**config.mk**
```make
export PLATFORM = sky130hd
export DESIGN_NAME = mrxcs_top
export DESIGN_NICKNAME = d
export VERILOG_FILES = /design/src/hw/mrxcs_pkg.sv /design/src/hw/mrxcs_top.sv
export VERILOG_INCLUDE_DIRS = /design/src /design/src/hw
export SDC_FILE = /design/constraint.sdc
export NUM_CORES = 1
export LEC_CHECK = 0
export BUFFER_PORTS_ARGS = -buffer_cell sky130_fd_sc_hd__buf_2
export CORE_UTILIZATION = 54
export DETAILED_ROUTE_END_ITERATION = 6
export MAX_ROUTING_LAYER = met4
export PLACE_DENSITY = 0.95
export SYNTH_ARGS = -nofsm -noshare
export SYNTH_HDL_FRONTEND = slang
export SYNTH_SLANG_ARGS = --single-unit
```
**constraint.sdc**
```tcl
create_clock -name clk -period 6.3 [get_ports clk]
set_input_delay 0.63 -clock clk [delete_from_list [all_inputs] [get_ports clk]]
set_output_delay 0.63 -clock clk [all_outputs]
set_load 0.02 [all_outputs]
```
**src/hw/mrxcs_consts.svh**
```systemverilog
// Offsets, field positions, reset values and limits for the receive
// setup and status block. Assumes inclusion by bare name.
`ifndef MRXCS_CONSTS_SVH
`define MRXCS_CONSTS_SVH

// ****************************************
// Register byte offsets
// ****************************************
`define MRXCS_OFF_SETUP   4'h0
`define MRXCS_OFF_STATUS  4'h4
`define MRXCS_OFF_TXSTAT  4'h8
`define MRXCS_OFF_RXSTAT  4'hC

// ****************************************
// Receive setup word fields
// ****************************************
`define MRXCS_B_RST    0
`define MRXCS_B_EN     1
`define MRXCS_B_VLAN   2
`define MRXCS_B_FCS    3
`define MRXCS_B_JUMBO  4
`define MRXCS_B_FC     5
`define MRXCS_B_PRE    7
`define MRXCS_B_LTD    8
`define MRXCS_B_CLD    9
`define MRXCS_B_FINH   10
`define MRXCS_B_MTUEN  14
`define MRXCS_MTU_HI   30
`define MRXCS_MTU_LO   16
`define MRXCS_SETUP_MASK  32'h7FFF_47BF
`define MRXCS_SETUP_RST   32'h0000_0000

// ****************************************
// Frame length limits and bus answers
// ****************************************
`define MRXCS_LEN_STD   15'h05EE
`define MRXCS_LEN_VLAN  15'h05F2
`define MRXCS_LEN_MIN   15'h0040
`define MRXCS_RESP_OK   2'h0
`define MRXCS_RESP_ERR  2'h2

`endif

```
**src/hw/mrxcs_pkg.sv**
```systemverilog
// Types shared by the receive setup and status block.
// Assumes nothing beyond a SystemVerilog compiler.
package mrxcs_pkg;

  // Summary of one received frame from the receive datapath.
  typedef struct packed {
    logic        done;
    logic [14:0] len;
    logic        vlan;
    logic        ctrl;
    logic        pause;
    logic        lt_err;
    logic        fcs_err;
  } mrxcs_rxf_s;

  // Verdict on one received frame back to the datapath.
  typedef struct packed {
    logic valid;
    logic good;
    logic pass;
    logic too_long;
    logic keep_pre;
    logic keep_fcs;
  } mrxcs_rxv_s;

  // What the reconciliation sublayer puts on the transmit side.
  typedef enum logic [1:0] {
    MRXCS_RS_DATA,
    MRXCS_RS_RFAULT,
    MRXCS_RS_IDLE
  } mrxcs_rs_e;

endpackage

```
**src/hw/mrxcs_top.sv**
```systemverilog
// Receive setup word, fault handling and per-frame statistics.
// Assumes one clock, synchronous inputs and an AXI4-Lite master.
//
// What this block does
// - MTU enabled: size field caps frame length.
// - MTU disabled: jumbo and VLAN pick limit.
// - Local fault received: send remote fault.
// - Remote fault received: send idle words.
// - Fault inhibit set: always send data.
// - Control length check disable bit honoured.
// - Length/type checks skipped when disabled.
// - Preamble kept or discarded per bit.
// - Pause frames inhibit transmitter or pass.
// - Jumbo bit removes the upper length limit while MTU is disabled.
// - FCS passed or stripped per bit.
// - FCS always checked.
// - VLAN enable raises limit to 1522.
// - VLAN disabled: no stats for tagged frames, limit 1518.
// - Receiver works only while enabled.
// - Receiver reset bit holds receiver reset.
// - Status bit 1 shows remote fault.
// - Status bit 0 shows local fault.
// - Everything runs on the core clock.
// - Transmit stats word with valid strobe.
// - Receive stats word with valid strobe.
//
// Local design decisions: the placing of the registers and register access over AXI4-Lite.
`timescale 1ns/1ps
`default_nettype none
`include "mrxcs_consts.svh"

module mrxcs_top #(
  parameter int ADDR_W = 4
) (
  // Clock and reset.
  input  wire logic                 clk,
  input  wire logic                 srst,
  // AXI4-Lite register slave.
  input  wire logic [ADDR_W-1:0]    s_axi_awaddr,
  input  wire logic                 s_axi_awvalid,
  output logic                      s_axi_awready,
  input  wire logic [31:0]          s_axi_wdata,
  input  wire logic [3:0]           s_axi_wstrb,
  input  wire logic                 s_axi_wvalid,
  output logic                      s_axi_wready,
  output logic [1:0]                s_axi_bresp,
  output logic                      s_axi_bvalid,
  input  wire logic                 s_axi_bready,
  input  wire logic [ADDR_W-1:0]    s_axi_araddr,
  input  wire logic                 s_axi_arvalid,
  output logic                      s_axi_arready,
  output logic [31:0]               s_axi_rdata,
  output logic [1:0]                s_axi_rresp,
  output logic                      s_axi_rvalid,
  input  wire logic                 s_axi_rready,
  // Reconciliation sublayer.
  input  wire logic                 rs_local_fault,
  input  wire logic                 rs_remote_fault,
  output mrxcs_pkg::mrxcs_rs_e      rs_tx_sel,
  output logic [1:0]                fault_status,
  // Receive datapath.
  input  wire mrxcs_pkg::mrxcs_rxf_s rx_frame,
  output mrxcs_pkg::mrxcs_rxv_s     rx_verdict,
  output logic                      rx_core_rst,
  output logic                      pause_inhibit,
  output logic [29:0]               rx_stat_vec,
  output logic                      rx_stat_valid,
  // Transmit statistics.
  input  wire logic                 tx_done,
  input  wire logic [25:0]          tx_flags,
  output logic [25:0]               tx_stat_vec,
  output logic                      tx_stat_valid
);
  import mrxcs_pkg::*;

  if (ADDR_W < 4) begin : g_bad_addr
    $error("ADDR_W must be at least 4");
  end

  // ****************************************
  // Register bus slave
  // ****************************************
  logic              awready_ff, nxt_awready;
  logic              wready_ff, nxt_wready;
  logic              bvalid_ff, nxt_bvalid;
  logic [1:0]        bresp_ff, nxt_bresp;
  logic [ADDR_W-1:0] awaddr_ff, nxt_awaddr;
  logic [31:0]       wdata_ff, nxt_wdata;
  logic [3:0]        wstrb_ff, nxt_wstrb;
  logic              arready_ff, nxt_arready;
  logic              rvalid_ff, nxt_rvalid;
  logic [1:0]        rresp_ff, nxt_rresp;
  logic [31:0]       rdata_ff, nxt_rdata;
  logic [31:0]       setup_ff, nxt_setup;
  logic [31:0]       wr_merge;
  logic              do_wr;
  logic              wr_hit;
  logic              rd_hit;

  // Merges the written bytes into the current setup word.
  for (genvar b = 0; b < 4; b++) begin : g_lane
    assign wr_merge[b*8 +: 8] = wstrb_ff[b] ? wdata_ff[b*8 +: 8]
                                            : setup_ff[b*8 +: 8];
  end

  assign do_wr  = !awready_ff && !wready_ff && !bvalid_ff;
  assign wr_hit = (awaddr_ff >> 4) == '0;
  assign rd_hit = (s_axi_araddr >> 4) == '0;

  always_comb begin
    nxt_awready = awready_ff;
    nxt_wready  = wready_ff;
    nxt_bvalid  = bvalid_ff;
    nxt_bresp   = bresp_ff;
    nxt_awaddr  = awaddr_ff;
    nxt_wdata   = wdata_ff;
    nxt_wstrb   = wstrb_ff;
    nxt_setup   = setup_ff;
    if (s_axi_awvalid && awready_ff) begin
      nxt_awready = '0;
      nxt_awaddr  = s_axi_awaddr;
    end
    if (s_axi_wvalid && wready_ff) begin
      nxt_wready = '0;
      nxt_wdata  = s_axi_wdata;
      nxt_wstrb  = s_axi_wstrb;
    end
    if (do_wr) begin
      nxt_bvalid = '1;
      nxt_bresp  = wr_hit ? `MRXCS_RESP_OK : `MRXCS_RESP_ERR;
      // Reserved bits are never stored and read back as zero.
      if (wr_hit && awaddr_ff[3:2] == 2'(`MRXCS_OFF_SETUP >> 2)) begin
        nxt_setup = wr_merge & `MRXCS_SETUP_MASK;
      end
    end
    if (bvalid_ff && s_axi_bready) begin
      nxt_bvalid  = '0;
      nxt_awready = '1;
      nxt_wready  = '1;
    end
  end

  always_comb begin
    nxt_arready = arready_ff;
    nxt_rvalid  = rvalid_ff;
    nxt_rresp   = rresp_ff;
    nxt_rdata   = rdata_ff;
    if (s_axi_arvalid && arready_ff) begin
      nxt_arready = '0;
      nxt_rvalid  = '1;
      nxt_rresp   = rd_hit ? `MRXCS_RESP_OK : `MRXCS_RESP_ERR;
      nxt_rdata   = '0;
      if (rd_hit) begin
        unique case (s_axi_araddr[3:2])
          2'(`MRXCS_OFF_SETUP >> 2):  nxt_rdata = setup_ff;
          2'(`MRXCS_OFF_STATUS >> 2): nxt_rdata = {30'h0, fault_status};
          2'(`MRXCS_OFF_TXSTAT >> 2): nxt_rdata = {6'h0, tx_stat_vec};
          default:                nxt_rdata = {2'h0, rx_stat_vec};
        endcase
      end
    end
    if (rvalid_ff && s_axi_rready) begin
      nxt_rvalid  = '0;
      nxt_arready = '1;
    end
  end

  always_ff @(posedge clk) begin
    if (srst) begin
      awready_ff <= '1;
      wready_ff  <= '1;
      bvalid_ff  <= '0;
      bresp_ff   <= `MRXCS_RESP_OK;
      awaddr_ff  <= '0;
      wdata_ff   <= '0;
      wstrb_ff   <= '0;
      arready_ff <= '1;
      rvalid_ff  <= '0;
      rresp_ff   <= `MRXCS_RESP_OK;
      rdata_ff   <= '0;
      setup_ff   <= `MRXCS_SETUP_RST;
    end else begin
      awready_ff <= nxt_awready;
      wready_ff  <= nxt_wready;
      bvalid_ff  <= nxt_bvalid;
      bresp_ff   <= nxt_bresp;
      awaddr_ff  <= nxt_awaddr;
      wdata_ff   <= nxt_wdata;
      wstrb_ff   <= nxt_wstrb;
      arready_ff <= nxt_arready;
      rvalid_ff  <= nxt_rvalid;
      rresp_ff   <= nxt_rresp;
      rdata_ff   <= nxt_rdata;
      setup_ff   <= nxt_setup;
    end
  end

  assign s_axi_awready = awready_ff;
  assign s_axi_wready  = wready_ff;
  assign s_axi_bvalid  = bvalid_ff;
  assign s_axi_bresp   = bresp_ff;
  assign s_axi_arready = arready_ff;
  assign s_axi_rvalid  = rvalid_ff;
  assign s_axi_rresp   = rresp_ff;
  assign s_axi_rdata   = rdata_ff;

  // ****************************************
  // Reconciliation sublayer fault handling
  // ****************************************
  mrxcs_rs_e  rs_sel_ff, nxt_rs_sel;
  logic [1:0] fault_ff, nxt_fault;
  logic       finh;

  assign finh = setup_ff[`MRXCS_B_FINH];

  always_comb begin
    nxt_fault = {rs_remote_fault, rs_local_fault};
    if (finh) begin
      nxt_rs_sel = MRXCS_RS_DATA;
    end else if (rs_local_fault) begin
      nxt_rs_sel = MRXCS_RS_RFAULT;
    end else if (rs_remote_fault) begin
      nxt_rs_sel = MRXCS_RS_IDLE;
    end else begin
      nxt_rs_sel = MRXCS_RS_DATA;
    end
  end

  always_ff @(posedge clk) begin
    if (srst) begin
      rs_sel_ff <= MRXCS_RS_DATA;
      fault_ff  <= '0;
    end else begin
      rs_sel_ff <= nxt_rs_sel;
      fault_ff  <= nxt_fault;
    end
  end

  assign rs_tx_sel    = rs_sel_ff;
  assign fault_status = fault_ff;

  // ****************************************
  // Receive frame checks and statistics
  // ****************************************
  mrxcs_rxv_s  verdict_ff, nxt_verdict;
  logic        rx_rst_ff, nxt_rx_rst;
  logic        pause_ff, nxt_pause;
  logic [29:0] rx_stat_ff, nxt_rx_stat;
  logic        rx_sv_ff, nxt_rx_sv;
  logic [14:0] max_len;
  logic        mtu_en;
  logic        vlan_en;
  logic        fire;
  logic        too_long;
  logic        lt_bad;
  logic        cl_bad;
  logic        good;

  assign mtu_en  = setup_ff[`MRXCS_B_MTUEN];
  assign vlan_en = setup_ff[`MRXCS_B_VLAN];

  always_comb begin
    // Frames count only while enabled and out of reset.
    fire = rx_frame.done && setup_ff[`MRXCS_B_EN]
           && !setup_ff[`MRXCS_B_RST];
    if (mtu_en) begin
      max_len = setup_ff[`MRXCS_MTU_HI:`MRXCS_MTU_LO];
    end else if (vlan_en && rx_frame.vlan) begin
      max_len = `MRXCS_LEN_VLAN;
    end else begin
      max_len = `MRXCS_LEN_STD;
    end
    too_long = (mtu_en || !setup_ff[`MRXCS_B_JUMBO])
               && rx_frame.len > max_len;
    lt_bad = rx_frame.lt_err && !setup_ff[`MRXCS_B_LTD];
    cl_bad = rx_frame.ctrl && rx_frame.len > `MRXCS_LEN_MIN
             && !setup_ff[`MRXCS_B_CLD];
    good = !rx_frame.fcs_err && !too_long && !lt_bad && !cl_bad;
    nxt_verdict.valid    = fire;
    nxt_verdict.good     = fire && good;
    nxt_verdict.too_long = fire && too_long;
    nxt_verdict.pass     = fire && good && !(rx_frame.pause
                           && setup_ff[`MRXCS_B_FC]);
    nxt_verdict.keep_pre = setup_ff[`MRXCS_B_PRE];
    nxt_verdict.keep_fcs = setup_ff[`MRXCS_B_FCS];
    nxt_pause  = fire && good && rx_frame.pause
                 && setup_ff[`MRXCS_B_FC];
    nxt_rx_rst = setup_ff[`MRXCS_B_RST];
    nxt_rx_sv  = fire && !(rx_frame.vlan && !vlan_en);
    nxt_rx_stat = rx_stat_ff;
    if (nxt_rx_sv) begin
      nxt_rx_stat = {8'h00, rx_frame.len, rx_frame.pause, rx_frame.vlan,
                     rx_frame.ctrl, lt_bad, too_long, rx_frame.fcs_err,
                     good};
    end
  end

  always_ff @(posedge clk) begin
    if (srst) begin
      verdict_ff <= '0;
      rx_rst_ff  <= '0;
      pause_ff   <= '0;
      rx_stat_ff <= '0;
      rx_sv_ff   <= '0;
    end else begin
      verdict_ff <= nxt_verdict;
      rx_rst_ff  <= nxt_rx_rst;
      pause_ff   <= nxt_pause;
      rx_stat_ff <= nxt_rx_stat;
      rx_sv_ff   <= nxt_rx_sv;
    end
  end

  assign rx_verdict    = verdict_ff;
  assign rx_core_rst   = rx_rst_ff;
  assign pause_inhibit = pause_ff;
  assign rx_stat_vec   = rx_stat_ff;
  assign rx_stat_valid = rx_sv_ff;

  // ****************************************
  // Transmit statistics
  // ****************************************
  logic [25:0] tx_stat_ff, nxt_tx_stat;
  logic        tx_sv_ff, nxt_tx_sv;

  always_comb begin
    nxt_tx_sv   = tx_done;
    nxt_tx_stat = tx_done ? tx_flags : tx_stat_ff;
  end

  always_ff @(posedge clk) begin
    if (srst) begin
      tx_stat_ff <= '0;
      tx_sv_ff   <= '0;
    end else begin
      tx_stat_ff <= nxt_tx_stat;
      tx_sv_ff   <= nxt_tx_sv;
    end
  end

  assign tx_stat_vec   = tx_stat_ff;
  assign tx_stat_valid = tx_sv_ff;
endmodule

`default_nettype wire

```
==> results.md <==
- Hold Buf Count CTS: 0
- Final Max Slew Viols: 0
- Asr flop ratio synth: 0%
- Num ports: 212
- Core area: approximately 11000 um2
- Rel. slew slack: 25.0%
- Clk_lat worst skew: 420 ps
- Initial core utilization: 55.2%
- Mean Syn Cell Area: 8.67 um2
- Area Growth Syn to Fin: 24.2%
- CTS tree: yes
- Met3 Use GR: 7.23%
- Vias in the first global route: 5234
- GP Congestion: about 0.87
- Grt met2 use: 45.6%
- Post-Syn Instances: 727
- TNS Setup: 0 ps
- Top fanout value on the critical path: 10
- Clock root cell: clkbuf_16
- Drt first-iter violations: 363
- Sequential area share after synthesis: 49.5%
- Post-DP HPWL: about 11000 um
- Hold slack: around 380 ps
- Yosys reg bits: ~160
- Max_cap viols: 0
- Post-CTS Setup Inserts: 0
- Antenna-violating nets left: 0
- Primary FF master, synth: dfxtp_1
- Die width: 110 um
- Clock Tree Buf Depth: 2
- Routed len/inst: 15.5 um
- Mapped cell area: 6300 um2
- Clock slew at reported path FFs: roughly 60 ps
- Hold Path Class: primary input to flip-flop
- Drt total wl: 16200 um
- First-pass GRT wire length: 25200 um
- DRC: 0
- Share of layout cells above drive strength 1: 25.4%
- WP data arrival: 2840 ps
- Yosys warning count: 0
- Post-synth EDFFs: 0
- N_diodes: 0
- Worst Setup Path Type: flip-flop to flip-flop
- Critical path launch point type: flip-flop
- Max Clk Rate: about 0.4 GHz
- Dpl ws: 3830 ps
- Post-CTS Resized: 0
- Die Y: 110 um
- Total gr overflow: 0
- Vias: 5676
- Leakage: roughly 3.5 nW
- Yosys cell types: between 40 and 50
- Drt pass-1 iters: 4
- Num CTS Buffers: 17
- I/O Buffers: 188
- PnR worst setup slack: approximately 3800 ps
- RSZ-0062 raised after global routing: no
- Tmin final: about 2500 ps
- Row cnt: 39
- Nets: 1006
- CP required: around 6600 ps
- Status: completed
- Max H-tree Level: 4
- Clock skew: 6.35 ps
- Peak supply drop: between 0.2 and 0.25 mV
- Initial antenna violation count: 0
- Tcrit/Tclk final: 40.0%
- Vias per inst: 5.43
- GRT Overall Usage: approximately 28%
- Die area: between 10000 and 15000 um2
- Grt met1 use: 33.3%
- Pwr per Cell Area: between 200 and 300 nW/um2
- Final hold vios: 0
- Largest net degree at the start of global routing: 91
- Setup violations, final: 0
- GRT busiest layer: met2
- Sink Count: 156
- Crit end category: flip-flop
- Power, Total: 0.00228 W
- Slew of the pin with the lowest slew margin: 1120 ps
## per-stage QoR
stage               instances  cell area (um2)  utilization, %
floorplan                 739             6350               -
global placement         1014             7230            63.4
detailed placement       1014             7230            63.4
CTS                      1045             7830            68.6
global route             1045             7830            68.6
finish                   1045             7830            68.6
## synthesized netlist by cell type, types with 3 or more instances
| master | n | area (um2) |
|---|---|---|
| a21oi_1 | 88 | 440 |
| a221oi_1 | 16 | 140 |
| a22oi_1 | 15 | 113 |
| and2_1 | 4 | 25.0 |
| buf_1 | 3 | 11.3 |
| buf_4 | 13 | 97.6 |
| clkbuf_1 | 45 | 169 |
| dfxtp_1 | 156 | 3120 |
| ha_1 | 15 | 188 |
| inv_1 | 7 | 26.3 |
| mux2_1 | 24 | 270 |
| mux2i_1 | 27 | 270 |
| nand2_1 | 144 | 541 |
| nand3_1 | 32 | 160 |
| nor2_1 | 72 | 270 |
| nor2b_1 | 9 | 56.3 |
| nor3_1 | 19 | 95.1 |
| nor3b_1 | 3 | 22.5 |
| o21ai_0 | 3 | 15.0 |
| o21ai_1 | 6 | 30.0 |
## layout make-up
class / count / area [um2]
clock inverters: 8 / 115
flip-flops and latches: 156 / 3120
well taps: 143 / 179
fillers: 895 / 3590
clock buffers: 23 / 478
inverters: 8 / 30.0
repair buffers: 193 / 981
multi-input cells: 514 / 2920
## cells in the final DEF (no fill, tap or decap), drive strengths merged, types with 2 or more instances in the layout
| cell | count |
|---|---|
| a211oi | 2 |
| a21boi | 2 |
| a21oi | 88 |
| a221oi | 16 |
| a22oi | 15 |
| and2 | 4 |
| buf | 193 |
| bufinv | 3 |
| clkbuf | 23 |
| clkinv | 5 |
| conb | 13 |
| dfxtp | 156 |
| ha | 15 |
| inv | 8 |
| mux2 | 25 |
| mux2i | 27 |
| mux4 | 2 |
| nand2 | 146 |
| nand3 | 32 |
| nor2 | 72 |
| nor2b | 9 |
| nor3 | 19 |
| nor3b | 3 |
| nor4 | 2 |
| o21ai | 9 |
| or4 | 2 |
## state kept, by name, summed over array words and instances (netlist names)
signal	cells
awaddr_ff	2
fault_status	2
pause_inhibit	1
rs_tx_sel	2
rx_core_rst	1
rx_stat_valid	1
rx_stat_vec	22
rx_verdict	6
s_axi_arready	1
s_axi_awready	1
s_axi_bvalid	1
s_axi_rdata	31
s_axi_rvalid	1
s_axi_wready	1
setup_ff	26
tx_stat_valid	1
tx_stat_vec	26
wdata_ff	26
wstrb_ff	4
## layer usage
layer	wire (um)	vias to the layer above
met1	6960	2625
met5	0	-
met3	978	44
met4	510	0
li1	-	2793
met2	7750	214
## critical path, cell delays in order (launching register included)
cell and delay, ps:
dfxtp_1 590, inv_2 180, nor2_1 150, ha_1 250
a211oi_1 270, o21ai_1 100, a221oi_1 410, a21boi_1 250
and2_1 210
## logic make-up (layout without fill, tap and decap cells)
group / count (synthesis) / after routing / share of synthesized area, %
buffers and inverters: 69 / 232 / 4.88
multiplexers: 54 / 54 / 9.47
AND/OR/NAND/NOR: 294 / 294 / 19.8
adder cells (fa/ha/maj): 15 / 15 / 2.98
flip-flops: 156 / 156 / 49.5
AO/OA/AOI/OAI: 138 / 138 / 13.3
other: 1 / 13 / 0.0595
## final timing paths
kind	cells past startpoint	startpoint	slack, ps	endpoint
worst max-delay path	8	setup_ff[14]	3780	rx_verdict[2]
worst min-delay path	2	rs_local_fault	380	rs_tx_sel[1]
worst max register to register	8	setup_ff[14]	3780	rx_verdict[2]
worst min register to register	2	s_axi_rdata[0]	450	s_axi_rdata[0]
## report_power, final
group          internal, W  switching (W)  leakage, nW
Clock             0.000648       0.000374        0.297
Sequential         0.00102      0.0000232         1.27
Combinational    0.0000787       0.000136         1.95
Power figures use the tool's default switching activity.
